**config.mk**
```make
export PLATFORM = sky130hd
export DESIGN_NAME = rsc_supervisor
export DESIGN_NICKNAME = d
export VERILOG_FILES = /design/src/core/rsc_supervisor.v /design/src/core/rsc_buck_ctrl.v
export VERILOG_INCLUDE_DIRS = /design/src /design/src/core
export SDC_FILE = /design/constraint.sdc
export NUM_CORES = 1
export LEC_CHECK = 0
export ABC_AREA = 1
export BUFFER_PORTS_ARGS = -buffer_cell sky130_fd_sc_hd__buf_2
export CORE_AREA = 2 2 128 130
export CTS_BUF_LIST = sky130_fd_sc_hd__clkbuf_16
export DETAILED_ROUTE_END_ITERATION = 7
export DIE_AREA = 0 0 130 132
export GPL_ROUTABILITY_DRIVEN = 0
export PLACE_DENSITY = 0.83
export SLEW_MARGIN = 20
export SYNTH_ARGS = -nofsm -noshare
export SYNTH_HDL_FRONTEND = slang
export SYNTH_SLANG_ARGS = --single-unit
```
**constraint.sdc**
```tcl
create_clock -name sys_clk -period 2.6 [get_ports sys_clk]
set_input_delay 0.26 -clock sys_clk [delete_from_list [all_inputs] [get_ports sys_clk]]
set_output_delay 0.26 -clock sys_clk [all_outputs]
set_load 0.01 [all_outputs]
```
**src/core/rsc_defs.vh**
```
// Constants shared by the regulator supervisor control block
`ifndef RSC_DEFS_VH
`define RSC_DEFS_VH

// ==========================================================
// Reset values
`define RSC_THR_RST 4'h7
`define RSC_FRESP_RST 1'b1
`define RSC_PWM_RST 1'b0
`define RSC_VCODE_RST 6'h18

// ==========================================================
// Timing
// Cycle counts at the 250 MHz system clock: 400 us ramp, 1 ms tick
`define RSC_SS_CYC 17'h186a0
`define RSC_MS_CYC 18'h3d090
`define RSC_SS_W 17
`define RSC_MS_W 18
`define RSC_DLY_W 8

// ==========================================================
// Field layout
`define RSC_NBUCK 3
`define RSC_VCODE_W 6
`define RSC_DCODE_W 3
`define RSC_NSYNC 9

`endif

```
**src/core/rsc_supervisor.v**
```verilog
// Rail monitor, thermal gate, interrupt logic and three converter controls
`timescale 1ns/10ps
`include "rsc_defs.vh"

module rsc_supervisor #(
   parameter [`RSC_SS_W-1:0] SS_CYCLES = `RSC_SS_CYC,
   parameter [`RSC_MS_W-1:0] MS_CYCLES = `RSC_MS_CYC
) (
   input wire sys_clk,
   input wire rst,
   // Analog comparator and pin inputs, asynchronous
   input wire sys_below_fall,
   input wire sys_above_rise,
   input wire temp_over,
   input wire temp_cooled,
   input wire lowbat_sense_in,
   input wire [`RSC_NBUCK-1:0] pg_ok,
   input wire output_bank_select,
   // Host control, already decoded from the serial port
   input wire sys_threshold_wr,
   input wire [3:0] sys_threshold_wdata,
   input wire sys_fault_response_wr,
   input wire sys_fault_response_wdata,
   input wire sys_level_irq_unmask,
   input wire sys_flag_rd,
   input wire [`RSC_NBUCK-1:0] buck_enable_bit,
   input wire [`RSC_NBUCK*`RSC_DCODE_W-1:0] buck_delay_code,
   input wire [`RSC_NBUCK-1:0] forced_pwm_wr,
   input wire forced_pwm_wdata,
   input wire [`RSC_NBUCK-1:0] vout_code_wr,
   input wire [`RSC_VCODE_W-1:0] vout_code_wdata,
   input wire [`RSC_NBUCK-1:0] fault_irq_unmask,
   input wire [`RSC_NBUCK-1:0] pg_rd,
   // Status and control outputs
   output reg [3:0] sys_threshold_sel,
   output reg sys_fault_response,
   output reg sys_under_flag,
   output reg power_ready,
   output reg thermal_lock,
   output reg [`RSC_NBUCK-1:0] pg_status,
   output reg [`RSC_NBUCK-1:0] forced_pwm,
   output reg [`RSC_NBUCK*`RSC_VCODE_W-1:0] buck_vout_code,
   output reg [`RSC_NBUCK-1:0] buck_run,
   output reg [`RSC_NBUCK-1:0] buck_soft_start,
   output reg int_request_n_out,
   output reg int_request_n_oe,
   output reg lowbat_flag_out_n_out,
   output reg lowbat_flag_out_n_oe
);

   localparam VW = `RSC_VCODE_W;
   localparam DW = `RSC_DCODE_W;

   // ==========================================================
   // Input synchronisers
   reg [`RSC_NSYNC-1:0] sync_meta;
   reg [`RSC_NSYNC-1:0] sync_q;
   wire below_s;
   wire rise_s;
   wire hot_s;
   wire cool_s;
   wire lowbat_s;
   wire [`RSC_NBUCK-1:0] pg_s;
   wire bank_s;

   always @(posedge sys_clk) begin
      if (rst) begin
         sync_meta <= {`RSC_NSYNC{1'b0}};
         sync_q <= {`RSC_NSYNC{1'b0}};
      end else begin
         sync_meta <= {output_bank_select, pg_ok, lowbat_sense_in,
                       temp_cooled, temp_over, sys_above_rise,
                       sys_below_fall};
         sync_q <= sync_meta;
      end
   end

   assign below_s = sync_q[0];
   assign rise_s = sync_q[1];
   assign hot_s = sync_q[2];
   assign cool_s = sync_q[3];
   assign lowbat_s = sync_q[4];
   assign pg_s = sync_q[7:5];
   assign bank_s = sync_q[8 + `RSC_NBUCK - 3];

   // ==========================================================
   // Millisecond tick for the turn-on delays
   reg [`RSC_MS_W-1:0] ms_cnt;
   reg ms_tick;

   always @(posedge sys_clk) begin
      if (rst) begin
         ms_cnt <= {`RSC_MS_W{1'b0}};
         ms_tick <= 1'b0;
      end else if (ms_cnt == MS_CYCLES - {{(`RSC_MS_W-1){1'b0}}, 1'b1}) begin
         ms_cnt <= {`RSC_MS_W{1'b0}};
         ms_tick <= 1'b1;
      end else begin
         ms_cnt <= ms_cnt + {{(`RSC_MS_W-1){1'b0}}, 1'b1};
         ms_tick <= 1'b0;
      end
   end

   // ==========================================================
   // System rail monitor
   // The comparators are analog; this logic only steers their threshold
   // code and holds the hysteresis state between the two trip points.
   reg next_under;
   wire fall_event;

   always @* begin
      next_under = sys_under_flag;
      if (below_s)
         next_under = 1'b1;
      else if (rise_s)
         next_under = 1'b0;
   end

   assign fall_event = next_under && !sys_under_flag && power_ready;

   always @(posedge sys_clk) begin
      if (rst) begin
         sys_threshold_sel <= `RSC_THR_RST;
         sys_fault_response <= `RSC_FRESP_RST;
         sys_under_flag <= 1'b0;
         power_ready <= 1'b0;
      end else begin
         if (sys_threshold_wr)
            sys_threshold_sel <= sys_threshold_wdata;
         if (sys_fault_response_wr)
            sys_fault_response <= sys_fault_response_wdata;
         sys_under_flag <= next_under;
         if (fall_event && !sys_fault_response)
            power_ready <= 1'b0;
         else if (rise_s && !below_s)
            power_ready <= 1'b1;
      end
   end

   // ==========================================================
   // Thermal gate, set beats cool-down
   always @(posedge sys_clk) begin
      if (rst)
         thermal_lock <= 1'b0;
      else if (hot_s)
         thermal_lock <= 1'b1;
      else if (cool_s)
         thermal_lock <= 1'b0;
   end

   // ==========================================================
   // Converter controls
   // Forced off is decoded from registered flags, so shutdown reaches buck_run
   // two cycles after the flag or lock changes, with no soft ramp-down.
   wire force_off;
   wire [`RSC_NBUCK-1:0] run_w;
   wire [`RSC_NBUCK-1:0] ss_w;

   assign force_off = !power_ready || thermal_lock;

   genvar gi;
   generate
      for (gi = 0; gi < `RSC_NBUCK; gi = gi + 1) begin : g_buck
         rsc_buck_ctrl #(
            .SS_CYCLES(SS_CYCLES)
         ) u_ctrl (
            .sys_clk(sys_clk),
            .rst(rst),
            .ms_tick(ms_tick),
            .enable_bit(buck_enable_bit[gi]),
            .delay_code(buck_delay_code[gi*DW +: DW]),
            .force_off(force_off),
            .buck_run(run_w[gi]),
            .soft_start(ss_w[gi])
         );
      end
   endgenerate

   // ==========================================================
   // Output voltage banks and mode
   reg [`RSC_NBUCK*VW-1:0] vcode_low;
   reg [`RSC_NBUCK*VW-1:0] vcode_high;
   integer i;

   always @(posedge sys_clk) begin
      if (rst) begin
         vcode_low <= {`RSC_NBUCK{`RSC_VCODE_RST}};
         vcode_high <= {`RSC_NBUCK{`RSC_VCODE_RST}};
         forced_pwm <= {`RSC_NBUCK{`RSC_PWM_RST}};
         buck_vout_code <= {`RSC_NBUCK{`RSC_VCODE_RST}};
         buck_run <= {`RSC_NBUCK{1'b0}};
         buck_soft_start <= {`RSC_NBUCK{1'b0}};
      end else begin
         for (i = 0; i < `RSC_NBUCK; i = i + 1) begin
            // A write lands in whichever bank the synchronised pin bank_s selects
            if (vout_code_wr[i] && bank_s)
               vcode_high[i*VW +: VW] <= vout_code_wdata;
            else if (vout_code_wr[i])
               vcode_low[i*VW +: VW] <= vout_code_wdata;
            if (forced_pwm_wr[i])
               forced_pwm[i] <= forced_pwm_wdata;
         end
         buck_vout_code <= bank_s ? vcode_high : vcode_low;
         buck_run <= run_w;
         buck_soft_start <= ss_w;
      end
   end

   // ==========================================================
   // Interrupt sources and open-drain outputs
   reg sys_irq;
   reg next_sys_irq;
   reg [`RSC_NBUCK-1:0] pg_irq;
   reg [`RSC_NBUCK-1:0] next_pg_irq;
   reg [`RSC_NBUCK-1:0] pg_fall;
   integer j;

   always @* begin
      next_sys_irq = sys_irq;
      // Set wins over a read in the same cycle
      if (fall_event && sys_fault_response && sys_level_irq_unmask)
         next_sys_irq = 1'b1;
      else if (sys_flag_rd && !sys_under_flag && rise_s)
         next_sys_irq = 1'b0;
      pg_fall = pg_status & ~pg_s & buck_run;
      for (j = 0; j < `RSC_NBUCK; j = j + 1) begin
         next_pg_irq[j] = pg_irq[j];
         if (pg_fall[j] && fault_irq_unmask[j])
            next_pg_irq[j] = 1'b1;
         else if (pg_rd[j] && (!buck_run[j] || pg_s[j]))
            next_pg_irq[j] = 1'b0;
      end
   end

   always @(posedge sys_clk) begin
      if (rst) begin
         sys_irq <= 1'b0;
         pg_irq <= {`RSC_NBUCK{1'b0}};
         pg_status <= {`RSC_NBUCK{1'b0}};
         int_request_n_out <= 1'b0;
         int_request_n_oe <= 1'b0;
         lowbat_flag_out_n_out <= 1'b0;
         lowbat_flag_out_n_oe <= 1'b0;
      end else begin
         sys_irq <= next_sys_irq;
         pg_irq <= next_pg_irq;
         pg_status <= pg_s;
         int_request_n_out <= 1'b0;
         int_request_n_oe <= next_sys_irq || (|next_pg_irq);
         lowbat_flag_out_n_out <= 1'b0;
         lowbat_flag_out_n_oe <= lowbat_s;
      end
   end

endmodule

```
**src/core/rsc_buck_ctrl.v**
```verilog
// Enable edge, turn-on delay and soft-start sequencing of one converter
`timescale 1ns/10ps
`include "rsc_defs.vh"

module rsc_buck_ctrl #(
   parameter [`RSC_SS_W-1:0] SS_CYCLES = `RSC_SS_CYC
) (
   input wire sys_clk,
   input wire rst,
   input wire ms_tick,
   input wire enable_bit,
   input wire [`RSC_DCODE_W-1:0] delay_code,
   input wire force_off,
   output reg buck_run,
   output reg soft_start
);

   localparam [1:0] ST_OFF = 2'b00;
   localparam [1:0] ST_DELAY = 2'b01;
   localparam [1:0] ST_RAMP = 2'b10;
   localparam [1:0] ST_ON = 2'b11;

   reg [1:0] state;
   reg [1:0] next_state;
   reg en_q;
   reg [`RSC_DLY_W-1:0] dly_cnt;
   reg [`RSC_DLY_W-1:0] next_dly_cnt;
   reg [`RSC_SS_W-1:0] ss_cnt;
   reg [`RSC_SS_W-1:0] next_ss_cnt;

   // ==========================================================
   // Delay in whole milliseconds for a code
   function [`RSC_DLY_W-1:0] delay_ms;
      input [`RSC_DCODE_W-1:0] code;
      begin
         if (code == {`RSC_DCODE_W{1'b0}})
            delay_ms = {`RSC_DLY_W{1'b0}};
         else
            delay_ms = {{(`RSC_DLY_W-1){1'b0}}, 1'b1} << code;
      end
   endfunction

   // ==========================================================
   // Sequencer
   always @* begin
      next_state = state;
      next_dly_cnt = dly_cnt;
      next_ss_cnt = ss_cnt;
      if (force_off) begin
         // Edges seen while forced off are dropped on purpose
         next_state = ST_OFF;
      end else if (en_q && !enable_bit) begin
         next_state = ST_OFF;
      end else if (!en_q && enable_bit) begin
         next_dly_cnt = {`RSC_DLY_W{1'b0}};
         next_ss_cnt = {`RSC_SS_W{1'b0}};
         if (delay_ms(delay_code) == {`RSC_DLY_W{1'b0}})
            next_state = ST_RAMP;
         else
            next_state = ST_DELAY;
      end else begin
         case (state)
            ST_DELAY: begin
               if (ms_tick) begin
                  next_dly_cnt = dly_cnt + {{(`RSC_DLY_W-1){1'b0}}, 1'b1};
                  if (next_dly_cnt == delay_ms(delay_code))
                     next_state = ST_RAMP;
               end
            end
            ST_RAMP: begin
               next_ss_cnt = ss_cnt + {{(`RSC_SS_W-1){1'b0}}, 1'b1};
               if (ss_cnt == SS_CYCLES - {{(`RSC_SS_W-1){1'b0}}, 1'b1})
                  next_state = ST_ON;
            end
            default: begin
               next_state = state;
            end
         endcase
      end
   end

   always @(posedge sys_clk) begin
      if (rst) begin
         state <= ST_OFF;
         en_q <= 1'b0;
         dly_cnt <= {`RSC_DLY_W{1'b0}};
         ss_cnt <= {`RSC_SS_W{1'b0}};
         buck_run <= 1'b0;
         soft_start <= 1'b0;
      end else begin
         state <= next_state;
         en_q <= enable_bit;
         dly_cnt <= next_dly_cnt;
         ss_cnt <= next_ss_cnt;
         buck_run <= (next_state == ST_RAMP) || (next_state == ST_ON);
         soft_start <= (next_state == ST_RAMP);
      end
   end

endmodule

```
Word-level counts from Yosys, hierarchy flattened
Cells that the tools add are included.
{ "classes": {"n_addsub": 7, "n_eq_ne": 19, "n_shift": 3, "n_mux": 80, "bitwise": 10, "n_reduce_logical": 72} }
{ "ops": {"columns": ["operator", "n"], "rows": [
  ["$mux 8", 36],
  ["$mux 17", 6],
  ["$add 17x1->17 const B", 3],
  ["$eq 17x17->1 const B", 3],
  ["$mux 2", 21],
  ["$add 8x1->8 const B", 3],
  ["$eq 8x8->1", 3],
  ["$logic_not 8->1", 3],
  ["$shl 1x3->8 const A", 3],
  ["$logic_and 1x1->1", 23],
  ["$reduce_bool 2->1", 10],
  ["$add 18x1->18 const B", 1],
  ["$eq 18x18->1 const B", 1],
  ["$eq 2x2->1 const B", 9],
  ["$mux 18", 1],
  ["$logic_not 1->1", 13],
  ["$mux 1", 13],
  ["$pmux 2 s2", 3],
  ["$reduce_and 4->1", 3],
  ["$logic_not 3->1", 3],
  ["$reduce_and 3->1", 3],
  ["$logic_or 1x1->1", 8],
  ["$not 1->1", 7],
  ["$and 3x3->3", 2],
  ["5 further kinds", 10]
]} }
{ "totals": {"regBits": 207, "in_bits": 51, "out_inout_bits": 42, "wordCells": 235} }

Logic depth before layout (Yosys ltp)
Gate-level depths: netlist (run 1).
{ "depth": {"depth_word": 16, "depth_mapped": 17, "mapped_depth_nobuf": 17} }

Hierarchy
Synthesis (run 1) repeated with hierarchy kept, for this count alone.
{ "hier_totals": {"cells_unflattened": 1385, "area_unflattened_um2": 9598.0} }
{ "by_module_without_submodules": {"columns": ["module", "instances", "cells_each", "area_per_inst_um2", "seq_area_each_um2"], "rows": [
  ["rsc_buck_ctrl", 3, 280, 1798.0, 600.6],
  ["rsc_supervisor", 1, 545, 4204.0, 2342.2]
]} }

Worst setup path after synthesis (run 1)
OpenSTA, ideal clock, no wires.
{ "synth_timing": {"path_kind": "flip-flop to flip-flop", "startpoint": "reg g_buck[2].u_ctrl.state[0]", "endpoint": "reg g_buck[2].u_ctrl.ss_cnt[15]", "setup_ns": 0.115, "arrival_time_ns": 1.587, "required_time_ns": 2.485, "setup_slack_ns": 0.898, "path_stages_with_launch": 14, "path_buffers": 0, "period_less_slack_ns": 1.702, "cell_sequence": "dfxtp_1 > inv_1 > ha_1 > inv_1 > nand2_1 > nand2_4 > nor2_4 > nand3_4 > nor3_4 > nand3_2 > nor3_4 > nand3_1 > nand2_1 > nor2_1"} }
{ "synth_via": {"elab_chain_cells": 3} }
{ "synth_lines": {"columns": ["item", "line_no", "source"], "rows": [
  ["start: declaration", "rsc_buck_ctrl.v:23", "reg [1:0] state;"],
  ["start signal: assignment", "rsc_buck_ctrl.v:91", "state <= next_state;"],
  ["$eq 2x2->1", "rsc_buck_ctrl.v:62", "case (state)"],
  ["$reduce_bool 2->1 (no line)", null, null],
  ["$reduce_and 3->1 (no line)", null, null],
  ["end signal: assignment", "rsc_buck_ctrl.v:87", "ss_cnt <= {`RSC_SS_W{1'b0}};"],
  ["end signal: assignment", "rsc_buck_ctrl.v:94", "ss_cnt <= next_ss_cnt;"],
  ["end: declaration", "rsc_buck_ctrl.v:28", "reg [`RSC_SS_W-1:0] ss_cnt;"]
]} }
No other way between the ends.
A chain may end at the register's enable or synchronous reset.

Final worst setup path (run 1)
{ "layout_timing": {"startpoint": "reg g_buck[0].u_ctrl.ss_cnt[0]", "endpoint": "reg g_buck[0].u_ctrl.ss_cnt[16]"} }
{ "layout_via": {"elab_chain_cells": 3} }
{ "layout_lines": {"columns": ["item", "line_no", "source"], "rows": [
  ["start: declaration", "rsc_buck_ctrl.v:28", null],
  ["start signal: assignment", "rsc_buck_ctrl.v:87", null],
  ["start signal: assignment", "rsc_buck_ctrl.v:94", null],
  ["$add 17x1->17", "rsc_buck_ctrl.v:71", "next_ss_cnt = ss_cnt + {{(`RSC_SS_W-1){1'b0}}, 1'b1};"],
  ["$mux 17", "rsc_buck_ctrl.v:62", null],
  ["$mux 17", "rsc_buck_ctrl.v:54", "end else if (!en_q && enable_bit) begin"]
]} }
No other way between the ends. The select of a mux whose other input is x is not followed.

==> impl_results.md, run 1 <==
* Die Footprint at 17200 sq um
* Clk_lat worst skew at 0.52 ns
* Design area at 11000 sq um
* Core ar. at 15700 sq um
* Final wirelength at 20900 um
* Slew Viols, Final at 0
* RSZ-0062 raised after global routing: no
* Post-synth EDFFs at 0
* Critical Path AT at 2.37 ns
* 1st-pass router iterations at 5
* Initial Util at 0.591
* Critical path peak fanout at 4
* Iter 0 DRT Violations at 430
* Port-buffer cells at 90
* Vias in the first global route at 8034
* First-pass GRT wire length at 35300 um
* Setup TNS at 0 ns
* # DRC at 0
* Fill count at 1239
* Required time worst endpoint at 3.00 ns
* PD cells at 644 nW/um^2
* Endpoints failing setup at 0
* Max-cap viol count at 0
* Fmax at 0.508 GHz
* Startpoint types: register
* CTS Root Buffer Type: clkbuf_16
* HPWL after DPL at 14200 um
* Post-synthesis sequential area ratio at 0.446
* Slowest library cell on the worst path: dfxtp_1
* Cells after synthesis at 1323
* Status: finished, final reports clean
* TritonCTS clock tree: yes
* Worst-path clk slew at 0.06 ns
* CP Capture Type: register
* Area leader, netlist: dfxtp_1
* IO Pins at 93
* Kind of critical path: register to register
* Area occupied by registers at 4140 sq um
* Family with the most delay on the worst path: simple AND/OR/NAND/NOR gates
* Async SR Flop Fraction at 0
* Cell Chain, Critical Path: ha_1, nand2_1, nor2_1, nand2_1, nor2_4, nand2_2, nor3_2, nand3_2, nor2_2, nand3_1, nor2_1, nor3b_2
* Final Cycle Share at 0.757
* Distinct cells, synth at 42
* Final net count at 1509
* Post-Syn Area per Cell at 7.02 sq um
* Final Skew at 0.0109 ns
* Placed Area at 9990 sq um
* Area grow syn2layout at 18.2%
* Area contributors post-synth: dfxtp_1 (45%), nand2_1 (12%), nor2_1 (8.3%)
* Pleak at 0.00501 uW
* Share of layout cells above drive strength 1 at 0.127
* Grt ovf at 0
* WL/cell at 12.4 um
* Die Y at 132 um
* Post-synth top cells: nand2_1 (297), dfxtp_1 (207), nor2_1 (205)
* Final hold slack at 0.0205 ns
* Clock Path Buffers at 3
* Post-Syn Area at 9290 sq um
* #FFs+latches synth at 207
* Hold WC Path Type: input pin to register
* Cell with the most instances after synthesis: nand2_1
* Area fraction of the dominant cell type after synthesis at 0.446
* Avg Vias per Cell at 5.14
* Total inserted antenna cells at 0
* Die X at 130 um
* H-tree depth at 1
* Relative slew slack at 0.570
* Routed via count at 8622
* Area of the multi-input gates at 4330 sq um
* Antenna violations before repair at 0
* Largest net degree at the start of global routing at 66
* Yosys Warn Count at 0
* Post-cts sizing count at 0
* Tot GR Track Use at 0.245
* Number of routed nets with antenna violations at 0
* Ys flop type: dfxtp_1
* Clk sinks at 207
* Minimum clock period after layout at 1.97 ns
* Buffer and inverter count on the worst path at 0
* Num rows at 46
* Worst-margin pin slew at 0.645 ns
* Final hold violations at 0
* CP max stage delay at 0.37 ns
* Total CTS buffers at 23
* Max IR drop VDD at 0.641 mV
worst paths after layout:
| check | startpoint | end | slack [ns] | depth (start not counted) |
|---|---|---|---|---|
| worst max-delay path | g_buck[0].u_ctrl.ss_cnt[0] | g_buck[0].u_ctrl.ss_cnt[16] | 0.63 | 12 |
| worst min-delay path | sys_threshold_wr | sys_threshold_sel[1] | 0.02 | 3 |
| worst max register to register | g_buck[0].u_ctrl.ss_cnt[0] | g_buck[0].u_ctrl.ss_cnt[16] | 0.63 | 12 |
| worst min register to register | sync_meta[3] | sync_q[3] | 0.40 | 2 |
worst register-to-register path, delay by kind of cell, from the launching register on:
family                   cells  cell delay (ns)
adder cells (fa/ha/maj)      1             0.25
flip-flops                   1             0.37
AND/OR/NAND/NOR             11             1.24
what timing repair did:
| action | CTS | global route |
|---|---|---|
| buffers inserted | 0 | 0 |
| hold buffers | 21 | 0 |
| hold endpoints to repair | 20 | 0 |
layer usage:
layer  GRT usage  vias to the layer above  part of all wire
met5           0                        -                 0
met4      0.0765                        0             0.023
met3      0.0426                       48             0.047
met2       0.427                      222              0.49
met1       0.305                     3912              0.44
li1            -                     4440                 -
stage by stage:
stage	total power [uW]	util	worst slack, ns	cells
floorplan	3610	-	0.898	1324
global placement	3760	0.636	0.734	1615
detailed placement	3770	0.636	0.711	1615
CTS	7110	0.699	0.638	1678
global route	7290	0.699	0.371	1678
finish	7070	0.699	0.632	1678
cells in the final DEF, fill, tap and decap left out, types with 6 or more instances in the layout:
cell type,n
xor2_1,9
nor2_1,205
dlygate4sd3_1,21
nor3_1,11
nand3_1,99
nand2_1,297
nand3_2,6
a21oi_1,85
inv_1,189
clkinv_1,7
nor2_4,8
buf_2,90
clkbuf_16,23
buf_4,9
nor2_2,14
o21ai_0,77
nand4_1,16
dfxtp_1,207
ha_1,13
layout make-up:
| type | instances | area share |
|---|---|---|
| Sequential cell | 207 | 0.377 |
| Timing Repair Buffer | 120 | 0.0663 |
| Inverter | 194 | 0.0663 |
| Multi-Input combinational cell | 899 | 0.394 |
| Clock inverter | 19 | 0.0190 |
| Clock buffer | 23 | 0.0524 |
| Tap cell | 216 | 0.0246 |
where the power goes:
part	total, uW	internal, uW	switching [uW]
clock network	3330	2020	1310
registers	3300	3260	38.8
logic	439	163	276
cell families (layout without fill, tap and decap cells):
group | after synthesis | in the layout | synth area share
flip-flops | 207 | 207 | 0.446
buffers and inverters | 218 | 356 | 0.0889
other | 1 | 2 | 0.000404
AO/OA/AOI/OAI | 184 | 184 | 0.105
adder cells (fa/ha/maj) | 13 | 13 | 0.0175
XOR/XNOR | 9 | 9 | 0.00848
AND/OR/NAND/NOR | 691 | 691 | 0.334
flip-flops by register name (all words and copies together) (netlist names), 4 cells and up:
name and flops:
buck_vout_code 18, sync_meta 9, ms_cnt 18, vcode_high 18
sys_threshold_sel 4, sync_q 9, vcode_low 18, g_buck.u_ctrl.ss_cnt 51
g_buck.u_ctrl.state 6, g_buck.u_ctrl.dly_cnt 24
Power figures use the tool's default switching activity.
==> run 2: changes to the inputs <==
- CORE_AREA: 2 2 128 130 -> 2 2 136 138
- DIE_AREA: 0 0 130 132 -> 0 0 138 140
- PLACE_DENSITY: 0.83 -> 0.78
- clock period: 2.6 -> 1.7 ns (I/O delays scaled with it)
==> run 2 against run 1 <==
Against the previous run: worst hold slack improved by 0.0061 ns; clock power increased by 39%; the run now ends with setup timing left; critical path depth unchanged; design area increased by 14%.
==> impl_results.md, run 2 (synthesis results as in run 1) <==
* Port-buffer cells at 90 (unchanged)
* Biggest register: g_buck.u_ctrl.ss_cnt (unchanged)
* Largest net degree at the start of global routing at 53 (was 66)
* Fmax at 0.549 GHz (was 0.508 GHz)
* Iter 0 DRT Violations at 607 (was 430)
* Final Cycle Share at 1.07 (was 0.757)
* 1st-pass router iterations at 7 (was 5)
* Grt ovf at 0 (unchanged)
* Worst Hold Path EP: vcode_high[6] (was sys_threshold_sel[1])
* Most common cell after layout, fill and taps aside: nand2_1 (unchanged)
* PD cells at 836 nW/um^2 (was 644 nW/um^2)
* IO Pins at 93 (unchanged)
* Total inserted antenna cells at 0 (unchanged)
* # DRC at 0 (unchanged)
* Pleak at 0.00570 uW (was 0.00501 uW)
* Area occupied by registers at 4200 sq um (was 4140 sq um)
* Kind of critical path: register to register (unchanged)
* PnR worst setup slack at -0.123 ns (was 0.632 ns)
* Clock Path Buffers at 3 (unchanged)
* Number of routed nets with antenna violations at 0 (unchanged)
* Minimum clock period after layout at 1.82 ns (was 1.97 ns)
* Startpoint types: register (unchanged)
* Min-delay src: vout_code_wdata[0] (was sys_threshold_wr)
* Clk sinks at 207 (unchanged)
* Final hold violations at 0 (unchanged)
* HPWL after DPL at 15100 um (was 14200 um)
* Required time worst endpoint at 2.14 ns (was 3.00 ns)
* Routed via count at 9256 (was 8622)
* Critical Path AT at 2.26 ns (was 2.37 ns)
* Max IR drop VDD at 0.775 mV (was 0.641 mV)
* Final wirelength at 23800 um (was 20900 um)
* Tot GR Track Use at 0.232 (was 0.245)
* Die Y at 140 um (was 132 um)
* Area of the multi-input gates at 4890 sq um (was 4330 sq um)
* Area grow syn2layout at 34.6% (was 18.2%)
* Final net count at 1623 (was 1509)
* Fill count at 1337 (was 1239)
* CP Capture Type: register (unchanged)
* Clk_lat worst skew at 0.50 ns (was 0.52 ns)
* Max-cap viol count at 0 (unchanged)
* Worst flop-to-flop path endpoint: g_buck[2].u_ctrl.ss_cnt[16] (was g_buck[0].u_ctrl.ss_cnt[16])
* Initial Util at 0.523 (was 0.591)
* Antenna violations before repair at 0 (unchanged)
* Slew Viols, Final at 0 (unchanged)
* Die Footprint at 19300 sq um (was 17200 sq um)
* Worst-path clk slew at 0.06 ns (about the same)
* RR Startpoint: g_buck[2].u_ctrl.ss_cnt[1] (was g_buck[0].u_ctrl.ss_cnt[0])
* Hold path cells at 3 (unchanged)
* FF-to-FF setup slack at -0.12 ns (was 0.63 ns)
* Status: complete, but fails checks (was finished, final reports clean)
* H-tree depth at 1 (unchanged)
* Hold WC Path Type: input pin to register (unchanged)
* Failing checks: setup timing
* Total CTS buffers at 22 (was 23)
* Vias in the first global route at 8635 (was 8034)
* Final hold slack at 0.0266 ns (was 0.0205 ns)
* Cells on worst reg2reg path at 12 (unchanged)
* First-pass GRT wire length at 38700 um (was 35300 um)
* Most frequent cells in the layout: nand2_1 (262), nor2_1 (189), dfxtp_1 (179) (was nand2_1 (297), dfxtp_1 (207), nor2_1 (205))
* WL/cell at 13.2 um (was 12.4 um)
* Final Skew at 0.0140 ns (was 0.0109 ns)
* Share of layout cells above drive strength 1 at 0.269 (was 0.127)
* RSZ-0062 raised after global routing: yes (was no)
* Die X at 138 um (was 130 um)
* Largest regs: g_buck.u_ctrl.ss_cnt x51, g_buck.u_ctrl.dly_cnt x24 (unchanged)
* Core ar. at 17800 sq um (was 15700 sq um)
* Endpoints failing setup at 16 (was 0)
* CP startpoint: g_buck[2].u_ctrl.ss_cnt[1] (was g_buck[0].u_ctrl.ss_cnt[0])
* CTS Root Buffer Type: clkbuf_16 (unchanged)
* Critical path peak fanout at 3 (was 4)
* TritonCTS clock tree: yes (unchanged)
* Largest register FFs at 51 (unchanged)
* Avg Vias per Cell at 5.13 (was 5.14)
* Final Util at 0.703 (was 0.699)
* Num rows at 49 (was 46)
[run 2: cell types whose count changed in the layout (fill, tap and decap cells not counted), sizes merged]
cell	previous run	this run
clkinvlp	3	2
buf	99	202
inv	195	197
dlygate4sd3	21	33
clkbuf	23	22
bufinv	4	2
[run 2: what timing repair did]
action / in CTS / in global routing
hold buffers: 33 / 0
pin swaps: 24 / 64
resized for setup: 80 / 122
hold endpoints to repair: 36 / 0
endpoints found under the setup margin: 28 / 56
setup buffers: 17 / 16
[run 2: worst max-delay path by stage]
| stage | end | slack (ns) | cells past startpoint |
|---|---|---|---|
| after global routing | g_buck[2].u_ctrl.ss_cnt[16] | -0.27 | 12 |
| after CTS | g_buck[2].u_ctrl.soft_start | -0.07 | 16 |
| after detailed placement | g_buck[2].u_ctrl.soft_start | -0.11 | 16 |
| final | g_buck[2].u_ctrl.ss_cnt[16] | -0.12 | 12 |
| after floorplan | g_buck[2].u_ctrl.ss_cnt[15] | -0.002 | 13 |
| after global placement | g_buck[1].u_ctrl.ss_cnt[16] | -0.05 | 13 |
[run 2: layout make-up]
cell class                      count  area share
Inverter                          194      0.0584
Clock inverter                     18      0.0119
Clock buffer                       22      0.0440
Multi-Input combinational cell    899       0.391
Tap cell                          229      0.0229
Sequential cell                   207       0.336
Timing Repair Buffer              235       0.136
[run 2: through the flow]
stage	TNS, ns	setup WS (ns)	instance area, sq um	total power [uW]	std cells
2_1_floorplan	-0.00234	-0.00234	9300	5520	1324
3_3_place_gp	-0.138	-0.0460	10600	5800	1702
3_5_place_dp	-1.04	-0.114	10600	5820	1702
4_1_cts	-0.212	-0.0735	12000	10500	1792
5_1_grt	-4.62	-0.265	12500	10800	1804
6_report	-0.736	-0.123	12500	10500	1804
[run 2: worst max-delay path, cell delays in order (launching register included)]
cell,delay [ns]
dfxtp_2,0.36
ha_4,0.14
nand2_2,0.06
nor2_2,0.13
nand2_2,0.08
nor2_4,0.14
nand2_2,0.08
nor3_4,0.19
nand3_2,0.13
nor2_4,0.15
nand3_2,0.09
nand2_1,0.07
nor3b_2,0.13
[run 2: routing by layer]
| layer | global-route usage | routed length [um] | share of wire |
|---|---|---|---|
| met5 | 0 | 0 | 0 |
| met4 | 0.0752 | 668 | 0.028 |
| met3 | 0.0349 | 1200 | 0.050 |
| met2 | 0.416 | 11800 | 0.49 |
| met1 | 0.289 | 10200 | 0.43 |
[run 2: report_power, final]
| group | total [uW] | switching, uW | internal [uW] |
|---|---|---|---|
| combinational | 799 | 471 | 328 |
| clock | 4620 | 1950 | 2670 |
| sequential | 5040 | 65.0 | 4980 |
